==> src/pkg/gltc_pkg.sv <==
// Shared constants, field layouts and types of the guard lock teach controller
package gltc_pkg;
  // ==========================================================
  // Clock and derived tick rates
  localparam int CLK_HZ = 50_000_000; // System clock rate
  localparam int BASE_HZ = 24; // Base tick rate of the divider
  localparam int CYC_BASE = CLK_HZ / BASE_HZ; // Clock cycles per base tick
  localparam int BLINK_SLOW_HZ = 1; // Status blink rate
  localparam int BLINK_FAST_HZ = 3; // Power-off request blink rate
  localparam int RED_STEP_HZ = 4; // Step rate of the red flash code
  localparam int PH_SLOW = BASE_HZ / (2 * BLINK_SLOW_HZ); // Ticks per half slow period
  localparam int PH_FAST = BASE_HZ / BLINK_FAST_HZ; // Ticks per fast period
  localparam int PH_FAST_ON = 2; // Ticks lit in a short fast blink
  localparam int PH_RED = BASE_HZ / RED_STEP_HZ; // Ticks per red step
  localparam int PH_W = 5; // Width of the base tick phase

  // ==========================================================
  // Intervals, in seconds
  localparam int TEACH_S = 10; // Teach time before power-off request
  localparam int ABORT_MIN = 5; // Wait for power-off, in minutes
  localparam int ABORT_S = ABORT_MIN * 60; // Same wait in seconds
  localparam int INHIBIT_MIN = 10; // Anti-tamper enabling inhibit, minutes
  localparam int INHIBIT_S = INHIBIT_MIN * 60; // Same inhibit in seconds
  localparam int SEC_W = 10; // Width of the seconds counter
  localparam int FAULT_FLASHES = 5; // Red flashes after a teach abort
  localparam logic [3:0] RED_ON_STEPS = 4'hA; // Two steps per flash

  // ==========================================================
  // Register map on APB
  localparam int ADDR_W = 8; // Decoded address width
  localparam logic [7:0] ADDR_CTRL = 8'h00; // Control register
  localparam logic [7:0] ADDR_STATUS = 8'h04; // Status register
  localparam logic [3:0] CTRL_RST = 4'h1; // Individual coding, single teach

  // ==========================================================
  // Types
  localparam int CODE_W = 16; // Actuator code width

  typedef struct packed {
    logic open_sensitive; // 1: outputs drop only on opening
    logic power_to_lock; // 1: high command locks
    logic repeat_teach_variant; // 1: teach may repeat
    logic indiv_coded; // 1: individually coded unit
  } gltc_ctrl_t;

  typedef struct packed {
    logic valid; // Stored code is active
    logic pending; // Taught code awaits confirmation
    logic inhibit; // Enabling inhibit still owed
    logic [CODE_W-1:0] cand; // Code taught, not yet active
    logic [CODE_W-1:0] code; // Active code
  } gltc_nv_t;

  typedef struct packed {
    logic green; // Supply present
    logic red; // Fault
    logic yellow; // Operating state
  } gltc_led_t;

  typedef enum logic [2:0] {
    ST_BOOT = 3'h0,
    ST_RUN = 3'h1,
    ST_TEACH = 3'h2,
    ST_WAIT_OFF = 3'h3,
    ST_ABORT = 3'h4,
    ST_INHIBIT = 3'h5
  } gltc_state_t;
endpackage : gltc_pkg

==> src/core/gltc_core.sv <==
// Teach-in, lock decoding, safety output gating and LED indication of the guard lock
//
// Register access over APB and the placing of the registers were left to the implementer.
`timescale 1ns/1ps
// How it works
// - Standard coding works without any teach-in
// - Teach: green off, red on, yellow 1 Hz
// - After ten seconds yellow blinks short at 3 Hz
// - No power-off in five minutes: abort, five flashes
// - Taught code activates on detection after power-up
// - Single-teach variant never replaces a stored pairing
// - Repeat-teach variant teaches without limit
// - New code invalidates the old actuator
// - Repeat variant holds ten minute enabling inhibit
// - Green blinks until inhibit ends and actuator seen
// - Power loss restarts the inhibit from zero
// - Handle between detents refuses locking
// - Energise-to-release: high unlocks, low locks
// - Energise-to-lock: high locks, low releases
// - Unlock-sensitive variant drops outputs on unlock
// - Relock with actuator inserted restores outputs
// - Open-sensitive variant drops outputs only on opening
// - Green supply, yellow state, red fault
// - Chain input missing: green 1 Hz, red off
module gltc_core import gltc_pkg::*; #(
  parameter int CYC = CYC_BASE // Clock cycles per base tick
) (
  input wire logic pclk, // System clock
  input wire logic presetn, // Power-up reset, active low
  input wire logic [ADDR_W-1:0] paddr, // APB address
  input wire logic psel, // APB select
  input wire logic penable, // APB enable
  input wire logic pwrite, // APB write
  input wire logic [31:0] pwdata, // APB write data
  output logic [31:0] prdata, // APB read data
  output logic pready, // APB ready
  output logic pslverr, // APB error, unmapped address
  input wire logic actuator_present, // Actuator in detection range
  input wire logic [CODE_W-1:0] actuator_code, // Code read from actuator
  input wire logic handle_mid, // Handle between its two detents
  input wire logic lock_cmd, // Lock command line
  input wire logic chain_enable_a, // Chain input, channel A
  input wire logic chain_enable_b, // Chain input, channel B
  input wire gltc_nv_t nv_rdata, // Retained pairing store content
  output logic nv_we, // Store write pulse
  output gltc_nv_t nv_wdata, // Store write data
  output logic solenoid_lock, // Solenoid holds the guard locked
  output logic safety_channel_a_drive, // Safety output A
  output logic safety_channel_b_drive, // Safety output B
  output gltc_led_t led // Three-colour indicator
);
  // ==========================================================
  // Timing base
  logic base_tick; // Base rate pulse
  logic [PH_W-1:0] phase; // Phase within the second
  logic sec_tick; // Seconds pulse

  gltc_ticker #(.CYC(CYC)) u_ticker (
    .pclk(pclk),
    .presetn(presetn),
    .base_tick(base_tick),
    .phase(phase),
    .sec_tick(sec_tick)
  );

  // ==========================================================
  // State declarations
  gltc_state_t state_ff, nxt_state; // Teach and inhibit sequencer
  logic [SEC_W-1:0] sec_ff, nxt_sec; // Seconds in current state
  gltc_nv_t nv_ff, nxt_nv; // Shadow of the retained store
  logic nv_we_ff, nxt_nv_we; // Store write strobe
  logic done_ff, nxt_done; // Inhibit time has run out
  gltc_ctrl_t ctrl_ff, nxt_ctrl; // Control register
  logic [31:0] prdata_ff, nxt_prdata; // Read data
  logic pready_ff, nxt_pready; // Ready, one wait state
  logic pslverr_ff, nxt_pslverr; // Error flag
  logic lock_ff, nxt_lock; // Solenoid state
  logic safe_ff, nxt_safe; // Safety output enable
  gltc_led_t led_ff, nxt_led; // Indicator state
  logic [3:0] red_ff, nxt_red; // Red flash code step

  // ==========================================================
  // Shared decodes
  logic code_match; // Actuator carries the active code
  logic accepted; // Actuator counts as a closed guard
  logic chain_ok; // Both chain inputs present
  logic lock_req; // Decoded lock request
  logic slow; // 1 Hz square wave
  logic fast; // 3 Hz short blinks
  logic red_flash; // Red flash code level
  logic sec_last; // Last second of the current interval

  // Interval length of each timed state
  function automatic logic [SEC_W-1:0] interval(input gltc_state_t s);
    case (s)
      ST_TEACH: interval = SEC_W'(TEACH_S);
      ST_WAIT_OFF: interval = SEC_W'(ABORT_S);
      default: interval = SEC_W'(INHIBIT_S);
    endcase
  endfunction : interval

  always_comb begin
    code_match = nv_ff.valid && (actuator_code == nv_ff.code);
    accepted = actuator_present && (!ctrl_ff.indiv_coded || code_match);
    chain_ok = chain_enable_a && chain_enable_b;
    lock_req = ctrl_ff.power_to_lock ? lock_cmd : !lock_cmd;
    slow = (int'(phase) < PH_SLOW);
    fast = ((int'(phase) % PH_FAST) < PH_FAST_ON);
    red_flash = (red_ff < RED_ON_STEPS) && !red_ff[0];
    sec_last = sec_tick && (sec_ff == interval(state_ff) - SEC_W'(1));
  end

  // ==========================================================
  // Sequencer: boot, teach, power-off wait, abort and inhibit
  always_comb begin
    nxt_state = state_ff;
    nxt_sec = sec_tick ? sec_ff + SEC_W'(1) : sec_ff;
    nxt_nv = nv_ff;
    nxt_nv_we = 1'b0;
    nxt_done = done_ff;
    case (state_ff)
      ST_BOOT: begin
        // The store is read once after power-up; an owed inhibit restarts
        nxt_nv = nv_rdata;
        nxt_sec = '0;
        nxt_done = 1'b0;
        nxt_state = nv_rdata.inhibit ? ST_INHIBIT : ST_RUN;
      end
      ST_RUN: begin
        nxt_sec = '0;
        if (ctrl_ff.indiv_coded && actuator_present) begin
          if (nv_ff.pending && actuator_code == nv_ff.cand) begin
            // First detection after power returns activates the code
            nxt_nv.code = nv_ff.cand;
            nxt_nv.valid = 1'b1;
            nxt_nv.pending = 1'b0;
            nxt_nv.inhibit = ctrl_ff.repeat_teach_variant;
            nxt_nv_we = 1'b1;
            nxt_done = 1'b0;
            if (ctrl_ff.repeat_teach_variant) begin
              nxt_state = ST_INHIBIT;
            end
          end else if (!code_match && !nv_ff.pending
                       && (ctrl_ff.repeat_teach_variant || !nv_ff.valid)) begin
            // A stored pairing in the single-teach variant is final
            nxt_nv.cand = actuator_code;
            nxt_state = ST_TEACH;
          end
        end
      end
      ST_TEACH: begin
        if (!actuator_present) begin
          // Actuator withdrawn early: nothing was learned
          nxt_state = ST_RUN;
        end else if (sec_last) begin
          nxt_nv.pending = 1'b1;
          nxt_nv_we = 1'b1;
          nxt_sec = '0;
          nxt_state = ST_WAIT_OFF;
        end
      end
      ST_WAIT_OFF: begin
        if (sec_last) begin
          // Power stayed on: drop the taught code and report a fault
          nxt_nv.pending = 1'b0;
          nxt_nv_we = 1'b1;
          nxt_state = ST_ABORT;
        end
      end
      ST_ABORT: begin
        // Left only by a power cycle
        nxt_sec = '0;
      end
      ST_INHIBIT: begin
        if (sec_last) begin
          nxt_done = 1'b1;
        end
        if (done_ff && accepted) begin
          nxt_nv.inhibit = 1'b0;
          nxt_nv_we = 1'b1;
          nxt_state = ST_RUN;
        end
        if (done_ff) begin
          nxt_sec = '0;
        end
      end
      default: nxt_state = ST_BOOT;
    endcase
  end

  always_ff @(posedge pclk or negedge presetn) begin
    if (!presetn) begin
      state_ff <= ST_BOOT;
      sec_ff <= '0;
      nv_ff <= '0;
      nv_we_ff <= 1'b0;
      done_ff <= 1'b0;
    end else begin
      state_ff <= nxt_state;
      sec_ff <= nxt_sec;
      nv_ff <= nxt_nv;
      nv_we_ff <= nxt_nv_we;
      done_ff <= nxt_done;
    end
  end

  // ==========================================================
  // APB slave: one wait state, writes land on the ready edge
  always_comb begin
    nxt_ctrl = ctrl_ff;
    nxt_pready = psel && penable && !pready_ff;
    nxt_prdata = prdata_ff;
    nxt_pslverr = 1'b0;
    if (psel && penable && pready_ff && pwrite && paddr == ADDR_CTRL) begin
      nxt_ctrl = gltc_ctrl_t'(pwdata[3:0]);
    end
    if (nxt_pready) begin
      case (paddr)
        ADDR_CTRL: nxt_prdata = {28'h0, ctrl_ff};
        ADDR_STATUS: nxt_prdata = {21'h0, led_ff, nv_ff.valid, nv_ff.pending,
                                   nv_ff.inhibit, safe_ff, lock_ff, state_ff};
        default: begin
          // Unmapped: error answer, zero data
          nxt_prdata = 32'h0;
          nxt_pslverr = 1'b1;
        end
      endcase
    end
  end

  always_ff @(posedge pclk or negedge presetn) begin
    if (!presetn) begin
      ctrl_ff <= gltc_ctrl_t'(CTRL_RST);
      prdata_ff <= 32'h0;
      pready_ff <= 1'b0;
      pslverr_ff <= 1'b0;
    end else begin
      ctrl_ff <= nxt_ctrl;
      prdata_ff <= nxt_prdata;
      pready_ff <= nxt_pready;
      pslverr_ff <= nxt_pslverr;
    end
  end

  // ==========================================================
  // Lock, safety outputs and indicator
  always_comb begin
    // Locking needs a closed guard and a handle in a detent
    nxt_lock = lock_req && accepted && !handle_mid;
    // Unlock-sensitive outputs follow the lock; open-sensitive only the guard
    nxt_safe = chain_ok && accepted && (state_ff == ST_RUN)
               && (ctrl_ff.open_sensitive || lock_ff);
    nxt_red = red_ff;
    if (base_tick && (int'(phase) % PH_RED) == 0) begin
      nxt_red = red_ff + 4'h1;
    end
    // Normal view: green supply, yellow guard state, red clear
    nxt_led.green = 1'b1;
    nxt_led.red = 1'b0;
    nxt_led.yellow = !accepted ? 1'b0 : (lock_ff ? 1'b1 : slow);
    if (!chain_ok) begin
      nxt_led.green = slow;
    end
    case (state_ff)
      ST_TEACH: nxt_led = '{green: 1'b0, red: 1'b1, yellow: slow};
      ST_WAIT_OFF: nxt_led = '{green: 1'b0, red: 1'b1, yellow: fast};
      ST_ABORT: nxt_led = '{green: 1'b1, red: red_flash, yellow: 1'b0};
      ST_INHIBIT: nxt_led = '{green: slow, red: 1'b0, yellow: 1'b0};
      default: ;
    endcase
  end

  always_ff @(posedge pclk or negedge presetn) begin
    if (!presetn) begin
      lock_ff <= 1'b0;
      safe_ff <= 1'b0;
      led_ff <= '0;
      red_ff <= 4'h0;
    end else begin
      lock_ff <= nxt_lock;
      safe_ff <= nxt_safe;
      led_ff <= nxt_led;
      red_ff <= nxt_red;
    end
  end

  assign prdata = prdata_ff;
  assign pready = pready_ff;
  assign pslverr = pslverr_ff;
  assign nv_we = nv_we_ff;
  assign nv_wdata = nv_ff;
  assign solenoid_lock = lock_ff;
  assign safety_channel_a_drive = safe_ff;
  assign safety_channel_b_drive = safe_ff;
  assign led = led_ff;
endmodule : gltc_core

==> src/core/gltc_ticker.sv <==
// Free-running divider that makes the base tick, its phase and the seconds tick
`timescale 1ns/1ps
module gltc_ticker import gltc_pkg::*; #(
  parameter int CYC = CYC_BASE // Clock cycles per base tick
) (
  input wire logic pclk, // System clock
  input wire logic presetn, // Asynchronous reset, active low
  output logic base_tick, // One-cycle pulse at the base rate
  output logic [PH_W-1:0] phase, // Base ticks within the second
  output logic sec_tick // One-cycle pulse once a second
);
  logic [31:0] cnt_ff; // Cycle counter
  logic [31:0] nxt_cnt;
  logic [PH_W-1:0] ph_ff; // Phase counter
  logic [PH_W-1:0] nxt_ph;
  logic tick_ff; // Registered base tick
  logic nxt_tick;
  logic sec_ff; // Registered seconds tick
  logic nxt_sec;

  // ==========================================================
  // Next values: wrap the cycle count, step the phase on each tick
  always_comb begin
    nxt_tick = (cnt_ff == 32'(CYC - 1));
    nxt_cnt = nxt_tick ? 32'h0 : cnt_ff + 32'h1;
    nxt_ph = ph_ff;
    nxt_sec = 1'b0;
    if (nxt_tick) begin
      nxt_sec = (ph_ff == PH_W'(BASE_HZ - 1));
      nxt_ph = nxt_sec ? '0 : ph_ff + PH_W'(1);
    end
  end

  // Counters clear only at power-up, so an interval begun later, such as a teach, starts part way into a second
  always_ff @(posedge pclk or negedge presetn) begin
    if (!presetn) begin
      cnt_ff <= 32'h0;
      ph_ff <= '0;
      tick_ff <= 1'b0;
      sec_ff <= 1'b0;
    end else begin
      cnt_ff <= nxt_cnt;
      ph_ff <= nxt_ph;
      tick_ff <= nxt_tick;
      sec_ff <= nxt_sec;
    end
  end

  assign base_tick = tick_ff;
  assign phase = ph_ff;
  assign sec_tick = sec_ff;
endmodule : gltc_ticker

==> config.mk <==
export PLATFORM = sky130hd
export DESIGN_NAME = gltc_core
export DESIGN_NICKNAME = d
export VERILOG_FILES = /design/src/pkg/gltc_pkg.sv /design/src/core/gltc_core.sv /design/src/core/gltc_ticker.sv
export SDC_FILE = /design/constraint.sdc
export NUM_CORES = 1
export LEC_CHECK = 0
export ABC_AREA = 1
export BUFFER_PORTS_ARGS = -buffer_cell sky130_fd_sc_hd__buf_2
export CORE_MARGIN = 2
export CORE_UTILIZATION = 54
export DETAILED_ROUTE_END_ITERATION = 8
export PLACE_DENSITY = 0.84
export SLEW_MARGIN = 10
export SYNTH_ARGS = -nofsm -noshare
export SYNTH_HDL_FRONTEND = slang
export SYNTH_SLANG_ARGS = --single-unit
==> constraint.sdc <==
create_clock -name pclk -period 3.1 [get_ports pclk]
set_clock_uncertainty 0.15 [all_clocks]
set_input_delay 0.155 -clock pclk [delete_from_list [all_inputs] [get_ports pclk]]
set_output_delay 0.155 -clock pclk [all_outputs]
set_load 0.01 [all_outputs]
# Word level (Yosys, flattened, before mapping)
# Cells that the tools add are included.
[classes]
eq_ne = 23
reduce_logical = 46
add_sub_neg = 5
div = 1
bitwise_logic = 1
n_mux = 49
magnitude_cmp = 3
[op_table]
columns = ["op", "n"]
rows = [
  ["$pmux W32 S2", 1],
  ["$mux W16", 3],
  ["$mux W10", 4],
  ["$mux W35", 1],
  ["$add A32 B1 Y32 const B", 1],
  ["$eq A16 B16 Y1", 2],
  ["$eq A32 B21 Y1 const B", 1],
  ["$logic_not A32 Y1", 1],
  ["$mod A6 B4 Y32 const B", 1],
  ["$mux W32", 1],
  ["$mux W3", 10],
  ["$pmux W10 S3", 1],
  ["$pmux W11 S2", 1],
  ["$logic_and A1 B1 Y1", 21],
  ["$pmux W10 S2", 1],
  ["$mux W1", 18],
  ["$ne A2 B2 Y1 const B", 9],
  ["$pmux W3 S6", 1],
  ["$pmux W3 S4", 1],
  ["$reduce_and A4 Y1", 3],
  ["$add A10 B1 Y10 const B", 1],
  ["$eq A10 B10 Y1", 1],
  ["$sub A10 B1 Y10 const B", 1],
  ["$ne A3 B3 Y1 const B", 3],
  ["27 further kinds", 40],
]
[word_totals]
out_inout_bits = 76
reg_bits = 136

# Depth between registers and ports, before layout
# Gate-level depths: netlist (run 1).
[depth]
word_depth = 9
depth_mapped = 17
mapped_depth_nobuf = 16

# Hierarchy
# A second synthesis (run 1) with hierarchy kept.
[unflattened]
cells_unflattened = 1067
hier_area_um2 = 7427.1
[modules_own_cells]
columns = ["mod", "cells_per_inst", "area_per_inst_um2", "n_inst"]
rows = [
  ["gltc_core", 688, 4883.4, 1],
  ["gltc_ticker", 379, 2543.7, 1],
]

# Worst setup path before layout (run 1)
# Ideal clock, no wire load.
[synth_path]
path_kind = "reg-to-reg"
from = "register u_ticker.ph_ff[3], in the netlist u_ticker.phase[3]"
to = "register red_ff[2]"
path_slack_ns = 0.908
path_stages_with_launch = 15
arrival_ns = 1.925
setup_ns = 0.117
n_path_buf = 1
t_required_ns = 2.833
path_cell_list = "dfrtp_1 clkbuf_1 ha_1 nand2_1 o21ai_0 nor2_1 o211ai_1 nand2_1 inv_1 ha_1 o21bai_1 nand2_1 nand2_1 nand2_1 nand2_1"
[synth_between]
elab_chain_len = 3
[synth_rtl]
columns = ["element", "line_no", "source"]
rows = [
  ["start: declaration", "gltc_ticker.sv:14", "logic [PH_W-1:0] ph_ff;"],
  ["start signal: assignment", "gltc_ticker.sv:43", "ph_ff <= nxt_ph;"],
  ["$mod A6 B4 Y32", "gltc_core.sv:254", "if (base_tick && (int'(phase) % PH_RED) == 0) begin"],
  ["$logic_not A32 Y1", "gltc_core.sv:254", ""],
  ["$logic_and A1 B1 Y1", "gltc_core.sv:254", ""],
  ["end signal: assignment", "gltc_core.sv:283", "red_ff <= nxt_red;"],
  ["end: declaration", "gltc_core.sv:80", "logic [3:0] red_ff, nxt_red;"],
]
# Every way passes these cells.
# A chain may end at the register's enable or synchronous reset.

# Final worst setup path (run 1)
[layout_path]
from = "register state_ff[1]"
to = "register nv_ff (netlist bit nv_wdata[18])"
[layout_between]
elab_chain_len = 3
[layout_rtl]
columns = ["element", "line_no", "source"]
rows = [
  ["start: declaration", "gltc_core.sv:68", "gltc_state_t state_ff, nxt_state;"],
  ["start signal: assignment", "gltc_core.sv:199", "state_ff <= nxt_state;"],
  ["$eq A3 B1 Y1 / $logic_not A3 Y1 (equally long branches)", "gltc_core.sv:121", "case (state_ff)"],
  ["$ne A2 B2 Y1 (no line) / $reduce_bool A2 Y1 (equally long branches)", "-", ""],
  ["$reduce_and A4 Y1 (no line)", "-", ""],
  ["end signal: assignment", "gltc_core.sv:201", "nv_ff <= nxt_nv;"],
  ["end: declaration", "gltc_core.sv:70", "gltc_nv_t nv_ff, nxt_nv;"],
]
# Several ways; a longest one is shown, not always the timed one.

==> results list, run 1 <==
- After synthesis, the mean cell area works out to 7.374 um^2.
- Required time at the worst-slack endpoint: 3.28 ns
- Post-CTS repair timing setup buffer count: 0
- In the synthesized netlist the dominant register cell turns out to be sky130_fd_sc_hd__dfrtp_1.
* CP startpoint kind: flip-flop
* Setup TNS Final: 0 ns
- For the worst-skew pair, the clock arrives at the later sink with an insertion delay of approximately 0.43 ns.
- Portion of total power attributed to combinational logic: 40.7%
- Pre-Repair DR Iteration Count: 5
* Largest buffer count on any clock path: 2
- The number of antenna violations at the first check in global routing is 0.
- Global-route wire length before repair: 32.60 mm
- In this run the worst hold path is classified as in2reg.
* Layout-stage area growth over the synthesis result: 24.82%
- The run finished with clean final reports.
- In the final design database the tool counted 1,264 nets.
* Vias after detailed routing: 7,176
- Summed over all cells, the static leakage comes to roughly 4.5 nW.
* Fraction of the cycle the final worst path needs: roughly 93%
- Antenna cell count: 0
* Initial standard-cell utilization of the core: a little over half
- The worst setup path is of the reg2reg kind.
- Timing would allow up to 348.7 MHz.
* Highest routed layer: met4
- Hold repair after CTS inserted 50 buffers.
* Last weighted congestion value of the routability-driven placer: 0.9088
- Data arrives at the worst endpoint at 3.05 ns.
- Average vias per placed instance: 5.347
- Cell count after synthesis: 970
- The Yosys step of the flow raised 0 warnings.
- Type of destination of the critical path: flip-flop
* Design Power: approximately 6.5 mW
- Summed over all layers, the global routing overflow is 0.
* Total routing usage reported by global routing: 28.73%
* Die X: 119.1 um
- Max-cap violations in this run came to 0.
- Endpoints failing setup: 0
* Number of I/O pins: 177
- Number of different library cells in the post-synthesis netlist: 46
- After detailed routing, the number of remaining DRC violations is 0.
- Resized cells post-CTS: 0
- Final count of pins violating max slew: 0
- Clk sink count: 115
- Internal portion of total power: 3.756 mW
* Cell row count: 42
- Synthesized area: 7153 um^2
- Total met2 wirelength after detailed routing: a little under 10 mm
- Measured along the y axis, the die boundary spans approximately 120 um.
- The via count of the first global-routing pass came to 6,888.
* Area inside the core boundary: 13,090 um^2
- The analysis attributes to net switching a power of 2.781 mW.
* Worst-path clk slew: 0.06 ns
- FFs w/ async S/R, synth: 100.0%
* Unrepaired setup endpoints after global routing: no
* Share of final-layout standard cells stronger than drive strength 1: 18.78%
- CTS built an H-tree with a depth of 4.
- TritonCTS built the clock tree.
- Worst-Margin Slew: about 0.75 ns
- Input and output buffers added on the ports amount to 127.
- The final layout contains routed wiring with a total length of 19.74 mm.
- Worst Hold Margin: 0.01579 ns
* Sequential element share of the synthesized area: a little over 40%
- The total count of hold-check failures in the final report came to 0.
- Share of power burned in registers: between 30% and 40%
- The die covers 14,180 um^2.
- In this run the power density over the cells is between 700 and 800 nW/um^2.
* Part of the power in the clock network: 27.0%
- Filler instances: 1,009
- Number of antenna-violating nets in the routed design: 0
* Number of CTS-inserted buffers: 17
- The synthesized design contains 0 enable-type register cells.
- Drt initial violations: approximately 660
- Pin count of the biggest net entering global routing: 58
- After detailed routing, the met3 layer carries 1.503 mm of wire.
- The routed design could run at a clock period as short as around 2.9 ns.
- The tree is rooted in a sky130_fd_sc_hd__clkbuf_16.
- Slew HR: ~50%
- Yosys reg bits: 115
- After detailed routing, the average wire length per cell comes to 14.71 um.
- Switching power as a share of total power: 42.55%
- Met1 wire length: between 7 and 8 mm
- Post-DP HPWL: approximately 13 mm
- Worst Path Max Fanout: 31
- IR analysis of the VDD net gives a maximum drop of 0.4955 mV.
[worst max-delay path, cell delays in order, from the launching register on]
cell	delay, ns
sky130_fd_sc_hd__dfrtp_1	0.65
sky130_fd_sc_hd__nor2_1	0.14
sky130_fd_sc_hd__inv_2	0.12
sky130_fd_sc_hd__nor2_4	0.05
sky130_fd_sc_hd__buf_4	0.21
sky130_fd_sc_hd__inv_1	0.17
sky130_fd_sc_hd__buf_4	0.35
sky130_fd_sc_hd__nand2_1	0.11
sky130_fd_sc_hd__nand2_1	0.07
sky130_fd_sc_hd__dlygate4sd3_1	0.55
sky130_fd_sc_hd__inv_1	0.05
sky130_fd_sc_hd__o21ai_0	0.14
[logic make-up (layout without fill, tap and decap cells)]
| group | Yosys count | count (layout) | synth area share, % |
|---|---|---|---|
| AO/OA/AOI/OAI | 139 | 139 | 11.04 |
| XOR/XNOR | 41 | 41 | 5.020 |
| adder cells (fa/ha/maj) | 10 | 10 | 1.749 |
| buffers and inverters | 180 | 356 | 11.02 |
| flip-flops | 115 | 115 | 40.25 |
| multiplexers | 3 | 3 | 0.4722 |
| other | 1 | 21 | 0.05242 |
| AND/OR/NAND/NOR | 481 | 481 | 30.40 |
[area by class of cell]
type	instances	area, um^2	area share (%)
clock inverters	15	112.6	1.261
well taps	176	220.2	2.466
multi-input cells	695	3561	39.88
inverters	137	516.7	5.788
flip-flops and latches	115	2879	32.24
clock buffers	17	425.4	4.765
repair buffers	187	1214	13.59
[cell usage after synthesis, drive strengths merged (2+ instances only)]
cell type | number | area, um^2
a21oi | 50 | 254.0
a221oi | 2 | 23.77
a31oi | 7 | 43.79
a32oi | 2 | 17.52
and3 | 2 | 12.51
buf | 36 | 245.2
clkbuf | 7 | 26.28
dfrtp | 114 | 2853
ha | 10 | 125.1
inv | 137 | 516.8
mux2 | 3 | 33.78
nand2 | 246 | 935.9
nand3 | 53 | 320.3
nand4 | 24 | 150.1
nor2 | 116 | 493.0
nor3 | 29 | 187.7
nor3b | 3 | 22.52
nor4 | 6 | 37.54
o211ai | 14 | 105.1
o21ai | 55 | 275.3
o21bai | 2 | 15.01
o31ai | 2 | 15.01
xnor2 | 12 | 105.1
xor2 | 29 | 254.0
[power by group through the flow]
| stage | sequential [mW] | clock (mW) | combinational [mW] |
|---|---|---|---|
| 6_report | 2.11 | 1.77 | 2.66 |
| 5_1_grt | 2.14 | 1.87 | 2.95 |
| 4_1_cts | 2.10 | 1.79 | 2.58 |
| 3_5_place_dp | 2.12 | 0 | 2.51 |
| 3_3_place_gp | 2.12 | 0 | 2.46 |
| 2_1_floorplan | 2.15 | 0 | 1.72 |
[layout by cell type, fill, tap and decap left out, drive strengths merged, types with 2 or more instances in the layout]
master,instances
a21oi,50
a221oi,2
a31oi,7
a32oi,2
and3,2
buf,137
clkbuf,17
clkinv,10
clkinvlp,3
conb,21
dfrtp,114
dlygate4sd3,50
ha,10
inv,139
mux2,3
nand2,246
nand3,53
nand4,24
nor2,116
nor3,29
nor3b,3
nor4,6
o211ai,14
o21ai,55
o21bai,2
o31ai,2
xnor2,12
xor2,29
[per-stage QoR]
stage,cell area (um^2),util [%],std cells,worst slack (ns)
finish,8929,68.23,1342,0.2322
global route,8929,68.23,1342,0.1021
floorplan,7228,-,990,0.9080
detailed placement,7890,60.30,1260,0.7363
global placement,7890,60.30,1260,0.8078
CTS,8929,68.23,1342,0.3480
[worst paths after layout]
path	cells past startpoint	from	to	slack [ns]
worst max-delay path	11	state_ff[1]	nv_wdata[18]	0.23
worst min-delay path	6	paddr[4]	prdata[0]	0.02
worst max register to register	11	state_ff[1]	nv_wdata[18]	0.23
worst min register to register	2	prdata[9]	prdata[9]	0.33
max in group asynchronous	3	presetn	nv_we	1.73
min in group asynchronous	2	presetn	nv_wdata[10]	0.18
[flip-flops by register name, summed over array words and instances (netlist names)]
register	cells
prdata	11
nv_wdata	35
u_ticker.phase	5
solenoid_lock	1
done_ff	1
led	3
red_ff	4
nv_we	1
safety_channel_a_drive	1
u_ticker.cnt_ff	32
sec_ff	10
u_ticker.base_tick	1
pslverr	1
state_ff	3
u_ticker.sec_tick	1
pready	1
ctrl_ff	4
[routing by layer]
metal / up-vias / track usage (%)
met5: - / 0
met4: 0 / 13.62
met3: 57 / 5.364
met2: 347 / 48.56
met1: 3322 / 35.52
li1: 3450 / -
No activity file was read; power rests on OpenSTA's default activity.
==> run 2: changes to the inputs <==
--- a/config.mk
+++ b/config.mk
@@ -10,7 +10,7 @@
 export CORE_MARGIN = 2
 export CORE_UTILIZATION = 54
 export DETAILED_ROUTE_END_ITERATION = 8
-export PLACE_DENSITY = 0.84
+export PLACE_DENSITY = 0.9
 export SLEW_MARGIN = 10
 export SYNTH_ARGS = -nofsm -noshare
 export SYNTH_HDL_FRONTEND = slang
==> results list, run 2 (same netlist as run 1, synthesis figures left out) <==
- Pre-Repair DR Iteration Count: 8
- Across the run, the number of max-cap violations was 0.
* Antenna cell count: 0
- Worst-Margin Slew: 0.6997 ns
- Type of destination of the critical path: flip-flop
* FMAX: 372.8 MHz
* Design Power: about 7 mW
* Share of final-layout standard cells stronger than drive strength 1: 18.56%
* Arrival time at the worst endpoint: around 2.9 ns
- Nets: 1,262
- Total routing usage reported by global routing: 30.36%
- Resized cells post-CTS: 0
- The total overflow left after global routing is 0.
* Global-route wire length before repair: 34.22 mm
- Critical path class: reg2reg
* CTS root buffer: sky130_fd_sc_hd__clkbuf_16
- Post-CTS repair timing setup buffer count: 0
- Post-layout utilization of the core: about 69%
- For this run, design rule violations remaining after detail routing come to 1.
- Layout-stage area growth over the synthesis result: 26.20%
- IR analysis of the VDD net gives a maximum drop of 0.4687 mV.
- In this run, the number of DRC markers left after iteration 0 of detailed routing was 935.
- Clk sink count: 115
- Setup TNS Final: 0 ns
* Worst Path Max Fanout: 31
- Aggregate routed wire length: 21.03 mm
- In this run the deepest clock path goes through 2 buffers.
* Max FFs per register: 35
- Clock-pin slew was measured on the worst setup and hold paths at about 0.06 ns.
* Endpoints failing setup: 0
- Worst hold-check path type: in2reg
* Number of antenna-violating nets in the routed design: 0
* CP startpoint kind: flip-flop
- Dividing total power by cell area gives a power density of 780.1 nW/um^2.
- DR WL/cell: around 16 um
- Clock latency at the later pin of the worst-skew pair: 0.43 ns
- Number of CTS-inserted buffers: 17
* Leakage power figure: ~4.6 nW
- Buffers inserted to repair hold after CTS numbered 49.
- # H-tree levels: 4
* Die X: 119.1 um
- Cell row count: 42
- Slew HR: between 50% and 60%
* Vias after detailed routing: 7,518
- For the worst setup path, the data required time is 3.27 ns.
- Fraction of the cycle the final worst path needs: between 80% and 90%
* Commonest cells after routing, fill and taps aside: sky130_fd_sc_hd__nand2_1 (241), sky130_fd_sc_hd__buf_2 (126), sky130_fd_sc_hd__inv_1 (123)
- Area inside the core boundary: 13,090 um^2
* CTS tree: built
* Post-DP HPWL: 13.42 mm
- Non-filler cells, final: 1,340
* Violated checks: design-rule violations
- Counting I/O delays and the setup requirement, the final critical path takes approximately 2.7 ns.
- Port Buffers: 127
- The number of antenna violations at the first check in global routing came to 0.
* Filler instances: between 900 and 1,000
- DP Cell Count: 1,259
- Hold violation total from the final report: 0
- In this run the vertical extent of the chip is about 120 um.
* Run status: complete, but fails checks
- Number of global-route vias before repair: 7,227
* Commonest non-fill, non-tap cell in the layout: sky130_fd_sc_hd__nand2_1
- Entering global routing, the biggest net connects 93 pins.
* Unrepaired setup endpoints after global routing: no
- The max-slew violation count came to 0.
- The die covers 14,180 um^2.
* Average vias per placed instance: roughly 5.6
- Number of I/O pins: 177
- Initial standard-cell utilization of the core: 54.67%
- Last weighted congestion value of the routability-driven placer: 0.9317
-- run 2: cell count changes in the layout (fill, tap and decap cells not counted) --
cell / previous run / this run
sky130_fd_sc_hd__buf_12: 0 / 2
sky130_fd_sc_hd__bufinv_16: 0 / 4
sky130_fd_sc_hd__buf_4: 11 / 8
sky130_fd_sc_hd__clkbuf_1: 0 / 2
sky130_fd_sc_hd__inv_6: 2 / 0
sky130_fd_sc_hd__clkinvlp_4: 3 / 2
sky130_fd_sc_hd__clkinv_4: 6 / 0
sky130_fd_sc_hd__dlygate4sd3_1: 50 / 49
sky130_fd_sc_hd__clkbuf_8: 0 / 3
-- run 2: area by class of cell --
type | count | area (um^2) | area share [%]
clock buffer | 22 | 474.2 | 5.253
clock inverter | 10 | 155.1 | 1.719
inverter | 137 | 516.7 | 5.724
multi-input combinational | 695 | 3561 | 39.45
sequential | 115 | 2879 | 31.89
tap | 176 | 220.2 | 2.439
timing repair buffer | 185 | 1221 | 13.53
-- run 2: worst paths after layout --
| kind | from | endpoint | slack (ns) | depth (start not counted) |
|---|---|---|---|---|
| max | state_ff[1] | nv_wdata[18] | 0.42 | 10 |
| min | nv_rdata[31] | nv_wdata[31] | 0.03 | 5 |
| max reg2reg | state_ff[1] | nv_wdata[18] | 0.42 | 10 |
| min reg2reg | prdata[5] | prdata[5] | 0.33 | 2 |
| max in group asynchronous | presetn | nv_wdata[31] | 1.93 | 3 |
| min in group asynchronous | presetn | nv_wdata[25] | 0.04 | 2 |
-- run 2: worst max-delay path, cell delays in order (launching register included) --
cell                            delay (ns)
sky130_fd_sc_hd__dfrtp_1              0.64
sky130_fd_sc_hd__nor2_1               0.17
sky130_fd_sc_hd__inv_2                0.12
sky130_fd_sc_hd__nor2_4               0.05
sky130_fd_sc_hd__inv_1                0.15
sky130_fd_sc_hd__buf_4                0.35
sky130_fd_sc_hd__nand2_1              0.10
sky130_fd_sc_hd__nand2_1              0.06
sky130_fd_sc_hd__dlygate4sd3_1        0.54
sky130_fd_sc_hd__inv_1                0.05
sky130_fd_sc_hd__o21ai_0              0.18
-- run 2: power breakdown --
part / switching, mW / internal, mW / total, mW
combinational: 1.82 / 0.970 / 2.79
sequential: 0.341 / 1.80 / 2.14
clock: 0.706 / 1.40 / 2.11
total: 2.87 / 4.17 / 7.04
-- run 2: metal layers --
layer / up-vias / global-route usage (%) / share of wire (%)
li1: 3456 / - / -
met1: 3472 / 34.34 / 38
met2: 469 / 49.86 / 48
met3: 121 / 8.716 / 9.1
met4: 0 / 20.24 / 5.7
met5: - / 0 / 0
-- run 2: per-stage QoR --
step	cell area, um^2	worst slack [ns]	hold slack (ns)
final	9027	0.4179	0.02560
after global routing	9027	0.2592	0.05874
after CTS	9027	0.5169	0.003494
after detailed placement	7908	0.7177	-0.07303
after global placement	7908	0.7985	-0.07268
after floorplan	7228	0.9080	-0.2906
